## src/bfwa_defs.vh

```
// constants for the biometric file write-and-activate terminal controller
// assumes the link layer carries raw command bytes and returns parsed status words
`ifndef BFWA_DEFS_VH
`define BFWA_DEFS_VH

// class bytes
`define BFWA_CLA_SM       8'h0C
`define BFWA_CLA_PROP     8'h8C
// instruction bytes
`define BFWA_INS_UPDATE   8'hD7
`define BFWA_INS_ACTIVATE 8'h44
`define BFWA_INS_QUERY    8'h5F
// data object tags
`define BFWA_TAG_OFFSET   8'h54
`define BFWA_TAG_PAYLOAD  8'h53
`define BFWA_TAG_SIZE     8'hC0
// query parameters: current file, total byte count, short expected length
`define BFWA_QRY_P1       8'h00
`define BFWA_QRY_P2       8'h01
`define BFWA_QRY_LE       8'h00
// status words
`define BFWA_SW_OK        16'h9000
`define BFWA_SW_NOMEM     16'h6A84
`define BFWA_SW_BADDATA   16'h6A80
`define BFWA_SW_SECURITY  16'h6982
// status shown when free room is too small
`define BFWA_SW_LOCAL_NOROOM 16'h6A84
// command kinds
`define BFWA_K_QRY        2'h0
`define BFWA_K_W1         2'h1
`define BFWA_K_WN         2'h2
`define BFWA_K_ACT        2'h3

`endif

```

## src/bfwa_ctrl.v

```verilog
// terminal-side controller: size query, write sequence and activation of the biometric file
// assumes one clock shared with the link layer; the link returns a status word per command
`timescale 1ns/1ps
`include "bfwa_defs.vh"

// ****************************************************************
// payload fifo
// ****************************************************************
module bfwa_fifo #(
    parameter W  = 8,
    parameter D  = 32,
    parameter AW = 5
) (
    // clock and reset
    input  wire          sys_clk_i,
    input  wire          rst_i,
    // fill side
    input  wire          in_valid_i,
    output wire          in_ready_o,
    input  wire [W-1:0]  in_data_i,
    // drain side
    output wire          out_valid_o,
    input  wire          out_ready_i,
    output wire [W-1:0]  out_data_o
);
    reg [W-1:0]  mem_reg [0:D-1];
    reg [AW-1:0] wr_reg;
    reg [AW-1:0] rd_reg;
    reg [AW:0]   cnt_reg;
    reg          rdy_reg;
    reg          vld_reg;
    wire         push;
    wire         pop;
    reg [AW:0]   cnt_next;

    assign push        = in_valid_i && rdy_reg;
    assign pop         = out_ready_i && vld_reg;
    assign in_ready_o  = rdy_reg;
    assign out_valid_o = vld_reg;
    assign out_data_o  = mem_reg[rd_reg];

    always @* begin
        cnt_next = cnt_reg;
        if (push && !pop) begin
            cnt_next = cnt_reg + 1'b1;
        end else if (pop && !push) begin
            cnt_next = cnt_reg - 1'b1;
        end
    end

    always @(posedge sys_clk_i) begin
        if (push) begin
            mem_reg[wr_reg] <= in_data_i;
        end
    end

    always @(posedge sys_clk_i or posedge rst_i) begin
        if (rst_i) begin
            wr_reg  <= {AW{1'b0}};
            rd_reg  <= {AW{1'b0}};
            cnt_reg <= {(AW+1){1'b0}};
            rdy_reg <= 1'b0;
            vld_reg <= 1'b0;
        end else begin
            if (push) begin
                wr_reg <= (wr_reg == D - 1) ? {AW{1'b0}} : wr_reg + 1'b1;
            end
            if (pop) begin
                rd_reg <= (rd_reg == D - 1) ? {AW{1'b0}} : rd_reg + 1'b1;
            end
            cnt_reg <= cnt_next;
            rdy_reg <= (cnt_next < D);
            vld_reg <= (cnt_next != {(AW+1){1'b0}});
        end
    end
endmodule // bfwa_fifo

// ****************************************************************
// sequence controller
// ****************************************************************
module bfwa_ctrl #(
    parameter BLK = 64
) (
    // clock and reset
    input  wire        sys_clk_i,
    input  wire        rst_i,
    // user command
    input  wire        start_i,
    input  wire [7:0]  file_id_i,
    input  wire [15:0] total_len_i,
    input  wire        hint_en_i,
    // user data stream
    input  wire        data_valid_i,
    output wire        data_ready_o,
    input  wire [7:0]  data_i,
    // command bytes to the link
    output reg         tx_valid_o,
    input  wire        tx_ready_i,
    output reg  [7:0]  tx_data_o,
    output reg         tx_last_o,
    // answers from the link
    input  wire        rsp_valid_i,
    input  wire [15:0] rsp_sw_i,
    input  wire [15:0] rsp_free_i,
    // user status
    output reg         busy_o,
    output reg         done_o,
    output reg         err_o,
    output reg  [15:0] err_sw_o,
    output reg         activated_o
);
    localparam S_IDLE = 3'h0;
    localparam S_LOAD = 3'h1;
    localparam S_SEND = 3'h2;
    localparam S_WAIT = 3'h3;
    localparam S_END  = 3'h4;

    reg [2:0]  state_reg;
    reg [1:0]  kind_reg;
    reg        hint_reg;
    reg [7:0]  fid_reg;
    reg [15:0] total_reg;
    reg [15:0] written_reg;
    reg [7:0]  pfx_reg [0:15];
    reg [3:0]  pfx_len_reg;
    reg [3:0]  idx_reg;
    reg [7:0]  pay_len_reg;
    reg [7:0]  pay_cnt_reg;
    wire       f_valid;
    wire [7:0] f_data;
    wire       can_load;
    wire       pfx_left;
    wire       pay_left;
    wire       pop;
    wire [15:0] rem;
    wire [7:0] chunk;

    assign can_load = !tx_valid_o || tx_ready_i;
    assign pfx_left = idx_reg != pfx_len_reg;
    assign pay_left = pay_cnt_reg != pay_len_reg;
    assign pop      = (state_reg == S_SEND) && can_load && !pfx_left && pay_left && f_valid;
    assign rem      = total_reg - written_reg;
    assign chunk    = (rem > BLK) ? BLK[7:0] : rem[7:0];

    bfwa_fifo #(.W(8), .D(32), .AW(5)) u_fifo (
        .sys_clk_i   (sys_clk_i),
        .rst_i       (rst_i),
        .in_valid_i  (data_valid_i),
        .in_ready_o  (data_ready_o),
        .in_data_i   (data_i),
        .out_valid_o (f_valid),
        .out_ready_i (pop),
        .out_data_o  (f_data)
    );

    // ************************************************************
    // command building and sequencing
    // ************************************************************
    always @(posedge sys_clk_i or posedge rst_i) begin
        if (rst_i) begin
            state_reg   <= S_IDLE;
            kind_reg    <= `BFWA_K_QRY;
            hint_reg    <= 1'b0;
            fid_reg     <= 8'h00;
            total_reg   <= 16'h0000;
            written_reg <= 16'h0000;
            pfx_len_reg <= 4'h0;
            idx_reg     <= 4'h0;
            pay_len_reg <= 8'h00;
            pay_cnt_reg <= 8'h00;
            tx_valid_o  <= 1'b0;
            tx_data_o   <= 8'h00;
            tx_last_o   <= 1'b0;
            busy_o      <= 1'b0;
            done_o      <= 1'b0;
            err_o       <= 1'b0;
            err_sw_o    <= 16'h0000;
            activated_o <= 1'b0;
        end else begin
            case (state_reg)
                S_IDLE: begin
                    if (start_i && !activated_o) begin
                        fid_reg     <= file_id_i;
                        total_reg   <= total_len_i;
                        hint_reg    <= hint_en_i;
                        written_reg <= 16'h0000;
                        kind_reg    <= `BFWA_K_QRY;
                        busy_o      <= 1'b1;
                        done_o      <= 1'b0;
                        err_o       <= 1'b0;
                        state_reg   <= S_LOAD;
                    end
                end
                S_LOAD: begin
                    idx_reg     <= 4'h0;
                    pay_cnt_reg <= 8'h00;
                    pay_len_reg <= 8'h00;
                    pfx_reg[2]  <= fid_reg;
                    pfx_reg[3]  <= 8'h00;
                    pfx_reg[5]  <= `BFWA_TAG_OFFSET;
                    pfx_reg[6]  <= 8'h01;
                    pfx_reg[7]  <= 8'h00;
                    pfx_reg[8]  <= `BFWA_TAG_PAYLOAD;
                    pfx_reg[9]  <= 8'h00;
                    pfx_reg[1]  <= `BFWA_INS_UPDATE;
                    case (kind_reg)
                        `BFWA_K_QRY: begin
                            pfx_reg[0]  <= `BFWA_CLA_PROP;
                            pfx_reg[1]  <= `BFWA_INS_QUERY;
                            pfx_reg[2]  <= `BFWA_QRY_P1;
                            pfx_reg[3]  <= `BFWA_QRY_P2;
                            pfx_reg[4]  <= `BFWA_QRY_LE;
                            pfx_len_reg <= 4'd5;
                        end
                        `BFWA_K_W1: begin
                            // offset zero, empty payload object
                            pfx_reg[0]  <= hint_reg ? `BFWA_CLA_PROP : `BFWA_CLA_SM;
                            pfx_reg[4]  <= hint_reg ? 8'h09 : 8'h05;
                            pfx_reg[10] <= `BFWA_TAG_SIZE;
                            pfx_reg[11] <= 8'h02;
                            pfx_reg[12] <= total_reg[15:8];
                            pfx_reg[13] <= total_reg[7:0];
                            pfx_len_reg <= hint_reg ? 4'd14 : 4'd10;
                        end
                        `BFWA_K_WN: begin
                            pfx_reg[0]  <= `BFWA_CLA_SM;
                            pay_len_reg <= chunk;
                            if (written_reg[15:8] == 8'h00) begin
                                pfx_reg[4]  <= chunk + 8'd5;
                                pfx_reg[7]  <= written_reg[7:0];
                                pfx_reg[9]  <= chunk;
                                pfx_len_reg <= 4'd10;
                            end else begin
                                pfx_reg[4]  <= chunk + 8'd6;
                                pfx_reg[6]  <= 8'h02;
                                pfx_reg[7]  <= written_reg[15:8];
                                pfx_reg[8]  <= written_reg[7:0];
                                pfx_reg[9]  <= `BFWA_TAG_PAYLOAD;
                                pfx_reg[10] <= chunk;
                                pfx_len_reg <= 4'd11;
                            end
                        end
                        default: begin
                            pfx_reg[0]  <= `BFWA_CLA_SM;
                            pfx_reg[1]  <= `BFWA_INS_ACTIVATE;
                            pfx_reg[2]  <= 8'h00;
                            pfx_len_reg <= 4'd4;
                        end
                    endcase
                    state_reg <= S_SEND;
                end
                S_SEND: begin
                    if (can_load) begin
                        if (pfx_left) begin
                            tx_valid_o <= 1'b1;
                            tx_data_o  <= pfx_reg[idx_reg];
                            tx_last_o  <= (idx_reg == pfx_len_reg - 4'd1) && !pay_left;
                            idx_reg    <= idx_reg + 4'd1;
                        end else if (pay_left) begin
                            tx_valid_o <= f_valid;
                            tx_data_o  <= f_data;
                            tx_last_o  <= (pay_cnt_reg == pay_len_reg - 8'd1);
                            if (f_valid) begin
                                pay_cnt_reg <= pay_cnt_reg + 8'd1;
                            end
                        end else begin
                            tx_valid_o <= 1'b0;
                            tx_last_o  <= 1'b0;
                            state_reg  <= S_WAIT;
                        end
                    end
                end
                S_WAIT: begin
                    if (rsp_valid_i) begin
                        state_reg <= S_LOAD;
                        case (kind_reg)
                            `BFWA_K_QRY: begin
                                if (rsp_sw_i != `BFWA_SW_OK) begin
                                    err_sw_o  <= rsp_sw_i;
                                    state_reg <= S_END;
                                end else if (rsp_free_i < total_reg) begin
                                    err_sw_o  <= `BFWA_SW_LOCAL_NOROOM;
                                    state_reg <= S_END;
                                end else begin
                                    kind_reg <= `BFWA_K_W1;
                                end
                            end
                            `BFWA_K_W1: begin
                                if (rsp_sw_i == `BFWA_SW_OK) begin
                                    // no read-back between writes
                                    kind_reg <= (total_reg == 16'h0000) ?
                                                `BFWA_K_ACT : `BFWA_K_WN;
                                end else if (hint_reg) begin
                                    hint_reg <= 1'b0;
                                end else begin
                                    err_sw_o  <= rsp_sw_i;
                                    state_reg <= S_END;
                                end
                            end
                            `BFWA_K_WN: begin
                                if (rsp_sw_i == `BFWA_SW_OK) begin
                                    written_reg <= written_reg + {8'h00, pay_len_reg};
                                    if (rem == {8'h00, pay_len_reg}) begin
                                        kind_reg <= `BFWA_K_ACT;
                                    end
                                end else begin
                                    err_sw_o  <= rsp_sw_i;
                                    state_reg <= S_END;
                                end
                            end
                            default: begin
                                if (rsp_sw_i == `BFWA_SW_OK) begin
                                    activated_o <= 1'b1;
                                    err_sw_o    <= 16'h0000;
                                    done_o      <= 1'b1;
                                    busy_o      <= 1'b0;
                                    state_reg   <= S_IDLE;
                                end else begin
                                    err_sw_o  <= rsp_sw_i;
                                    state_reg <= S_END;
                                end
                            end
                        endcase
                    end
                end
                S_END: begin
                    err_o     <= 1'b1;
                    busy_o    <= 1'b0;
                    state_reg <= S_IDLE;
                end
                default: begin
                    state_reg <= S_IDLE;
                end
            endcase
        end
    end
endmodule // bfwa_ctrl

```

## config.mk

```make
export PLATFORM = sky130hd
export DESIGN_NAME = bfwa_ctrl
export DESIGN_NICKNAME = d
export VERILOG_FILES = /design/src/bfwa_ctrl.v
export VERILOG_INCLUDE_DIRS = /design/src
export SDC_FILE = /design/constraint.sdc
export NUM_CORES = 1
export LEC_CHECK = 0
export ABC_AREA = 1
export BUFFER_PORTS_ARGS = -buffer_cell sky130_fd_sc_hd__buf_2
export CAP_MARGIN = 0
export CORE_UTILIZATION = 40
export CTS_BUF_LIST = sky130_fd_sc_hd__clkbuf_16
export DETAILED_ROUTE_END_ITERATION = 10
export GPL_ROUTABILITY_DRIVEN = 1
export PLACE_DENSITY_LB_ADDON = 0.25
export SLEW_MARGIN = 5
export SYNTH_ARGS = -nofsm -noshare
export SYNTH_HDL_FRONTEND = slang
export SYNTH_SLANG_ARGS = --single-unit
export TNS_END_PERCENT = 100
```

## constraint.sdc

```tcl
create_clock -name sys_clk_i -period 3.3 [get_ports sys_clk_i]
set_input_delay 0.165 -clock sys_clk_i [delete_from_list [all_inputs] [get_ports sys_clk_i]]
set_output_delay 0.165 -clock sys_clk_i [all_outputs]
set_load 0.01 [all_outputs]
```

==> impl_metrics.env <==
export IMPL_worst_r2r_cell_count=25
export IMPL_timing_rr_start="written_reg[3]"
export IMPL_worst_pin_slew_ns=0.825
export IMPL_ioPinCount=102
export IMPL_crit_cells=25
export IMPL_slowest_delay_ns=0.37
export IMPL_holdPathEnd="err_sw_o[7]"
export IMPL_min_period_ns=3.13
export IMPL_clk_latency_ns=0.60
export IMPL_async_reset_ff_frac=0.264
export IMPL_cts_buffers=50
export IMPL_num_vias=16600
export IMPL_regToRegEndpoint="pfx_reg[4][4]"
export IMPL_yosysSeqAreaShare=0.593
export IMPL_nNetsFinal=2465
export IMPL_die_h_um=231
export IMPL_skew_ns=0.0225
export IMPL_final_area_mm2=0.0250
export IMPL_seqCellArea_mm2=0.0125
export IMPL_multi_input_area_mm2=0.00760
export IMPL_finalHoldWorstSlack_ns=0.0320
export IMPL_cp_arrival_ns=3.49
export IMPL_cts_buffer_depth=3
export IMPL_grt_pass1_wl_um=94100
export IMPL_coreArea_mm2=0.0516
export IMPL_largest_reg_flops=256
export IMPL_drive_gt1_frac=0.150
export IMPL_routedWlPerCell_um=19.9
export IMPL_cp_slowest_cell="dfrtp_1"
export IMPL_synth_edf_count=299
export IMPL_dominantRegCellSynth="edfxtp_1"
export IMPL_syn_area_per_cell_um2=9.91
export IMPL_ys_seq_elements=444
export IMPL_drtIter0Drc=1219
export IMPL_area_growth_pct=18.7
export IMPL_portBuffers=101
export IMPL_netlist_instances=2124
export IMPL_netlist_area_mm2=0.0210
export IMPL_grt_start_max_net_pins=131
export IMPL_root_buffer="clkbuf_16"
export IMPL_antenna_found_initial=0
export IMPL_fillers=4729
export IMPL_synth_cell_types=63
export IMPL_hold_depth=4
export IMPL_finalSetupViolations=0
export IMPL_num_rows=83
export IMPL_p_leak_nw=9.97
export IMPL_min_delay_start="rsp_sw_i[7]"
export IMPL_crit_buf_inv=5
export IMPL_final_util=0.484
export IMPL_cp_common_cell="nand2_1"
export IMPL_pre_cts_slack_ns=0.0851
export IMPL_cp_top_family="simple AND/OR/NAND/NOR gates"
export IMPL_htree_levels=2
export IMPL_grt_pass1_vias=16200
export IMPL_start_kind="register"
export IMPL_grt_use_total=0.228
export IMPL_ff2ff_setup_slack_ns=0.17
export IMPL_netlist_top_cell_by_area="edfxtp_1"
export IMPL_routed_wl_um=60700
export IMPL_placed_area_mm2=0.0228
export IMPL_hold_viol=0
export IMPL_slew_headroom=0.446
export IMPL_peakVddDrop_uv=741
export IMPL_power_density_mw_per_mm2=799
export IMPL_vias_per_cell=5.45
export IMPL_synth_nets=2256
export IMPL_synth_area_leaders="edfxtp_1, dfrtp_1, nand2_1, o21ai_0, nor2_1"
export IMPL_gr_total_overflow=0
export IMPL_post_synth_top_area_fraction=0.427
export IMPL_drtAntennaViolNets=0
export IMPL_hold_class="in -> reg"
export IMPL_first_pass_iters=5
export IMPL_start_util=0.408
export IMPL_cts_sinks=444
export IMPL_end_kind="register"
export IMPL_path_clk_slew_ns=0.06
export IMPL_drc=0
export IMPL_cp_max_fo=6
export IMPL_dp_hpwl_um=41500
export IMPL_outcome="finished clean"
export IMPL_cts_tree="yes"
export IMPL_crit_required_ns=3.65
export IMPL_routabilityCongestion=0.881
export IMPL_worst_slack_ns=0.165
export IMPL_die_w_um=231
export IMPL_design_die_area_mm2=0.0535
export IMPL_ys_warn_count=0
export IMPL_max_freq_ghz=0.319
export IMPL_cap_violations=0
export IMPL_n_antenna_cell=0
export IMPL_finalCritPeriodShare=0.950
export IMPL_slew_viol_final=0
export IMPL_worstSetupPathType="reg -> reg"
## placed cells by master, fill, tap and decap left out, types with 10 or more instances in the layout
cell type and instances:
nand2_1 307, edfxtp_1 299, nor2_1 260, o21ai_0 229, inv_1 202, dfrtp_1 116
a21oi_1 107, buf_2 101, buf_4 95, nand3_1 87, o22ai_1 71, clkbuf_16 50
ha_1 47, dlygate4sd3_1 43, nand4_1 33, o221ai_1 31, xor2_1 30, dfxtp_1 28
nor3_1 27, inv_2 20, clkinv_1 13, o211ai_1 13, nor2_2 13, nor4_1 12
clkinv_2 12, ha_4 10
## worst max path at each step
stage,from,end
floorplan,rst_i,activated_o
global placement,total_reg[0],pfx_reg[4][4]
detailed placement,total_reg[0],pfx_reg[4][4]
CTS,total_reg[0],pfx_reg[4][3]
global route,total_reg[0],pfx_reg[4][4]
finish,written_reg[3],pfx_reg[4][4]
## synth_stat cells (all sizes together) (2+ instances only)
master	instances
nand2	316
o21ai	233
nand3b	2
clkbuf	68
a21oi	110
a221oi	2
ha	59
dfrtp	117
clkinv	5
o32ai	2
o221ai	31
nand4	35
xnor2	8
and2	6
o21a	4
xor2	30
a32oi	2
a22oi	7
dfxtp	28
edfxtp	299
a31oi	5
a32o	2
nand3	91
nor2	281
buf	17
a211oi	6
o22ai	71
o211ai	13
or2	2
a22o	3
mux2	2
fa	2
nor4	12
nor3	32
inv	212
## cells by family (layout without fill, tap and decap cells)
group	Yosys count	after routing	share of synthesized area
XOR/XNOR	38	38	0.0162
AO/OA/AOI/OAI	497	497	0.136
flip-flops	444	444	0.593
buffers and inverters	302	551	0.0547
adder cells (fa/ha/maj)	61	61	0.0370
AND/OR/NAND/NOR	779	779	0.163
multiplexers	2	2	0.00107
other	1	1	0.000178
## worst reg2reg max path: cells and delay by family, from the launching register on
| kind | cells | cell delay, ns |
|---|---|---|
| simple gates | 17 | 1.59 |
| fa+ha+maj | 2 | 0.44 |
| flops | 1 | 0.37 |
| buf+inv | 5 | 0.36 |
| compound gates | 1 | 0.15 |
## routing by layer
| layer | part of all wire | GRT usage | up-vias |
|---|---|---|---|
| met5 | 0 | 0 | - |
| met4 | 0.026 | 0.0708 | 0 |
| met3 | 0.061 | 0.0336 | 94 |
| met2 | 0.48 | 0.374 | 562 |
| met1 | 0.44 | 0.310 | 8118 |
| li1 | - | - | 7862 |
## final cells by class
| class | count | area share |
|---|---|---|
| inverters | 217 | 0.0331 |
| repair buffers | 242 | 0.0684 |
| clock inverters | 42 | 0.0108 |
| clock buffers | 50 | 0.0501 |
| flip-flops and latches | 444 | 0.499 |
| well taps | 680 | 0.0341 |
| multi-input cells | 1378 | 0.304 |
## report_power, final
part	switching, mW	internal, mW	leakage [nW]
clock network	2.29	2.92	0.806
logic	4.86	2.56	4.77
registers	0.659	6.67	4.39
total	7.81	12.1	9.97
## through the flow
step           total power [mW]  setup TNS, ns  cells
6_report                   20.0              0   3053
4_1_cts                    19.8              0   3044
3_3_place_gp               14.5              0   2909
2_1_floorplan              11.9              0   2124
5_1_grt                    21.2        -0.0630   3053
3_5_place_dp               14.6              0   2909
## repair_timing
action	CTS	global route
hold buffers	43	0
gates resized for setup	0	49
endpoints found under the hold margin	92	0
buffers inserted	0	9
endpoints found under the setup margin	0	8
Note: power is estimated with default switching activity, not from simulation.
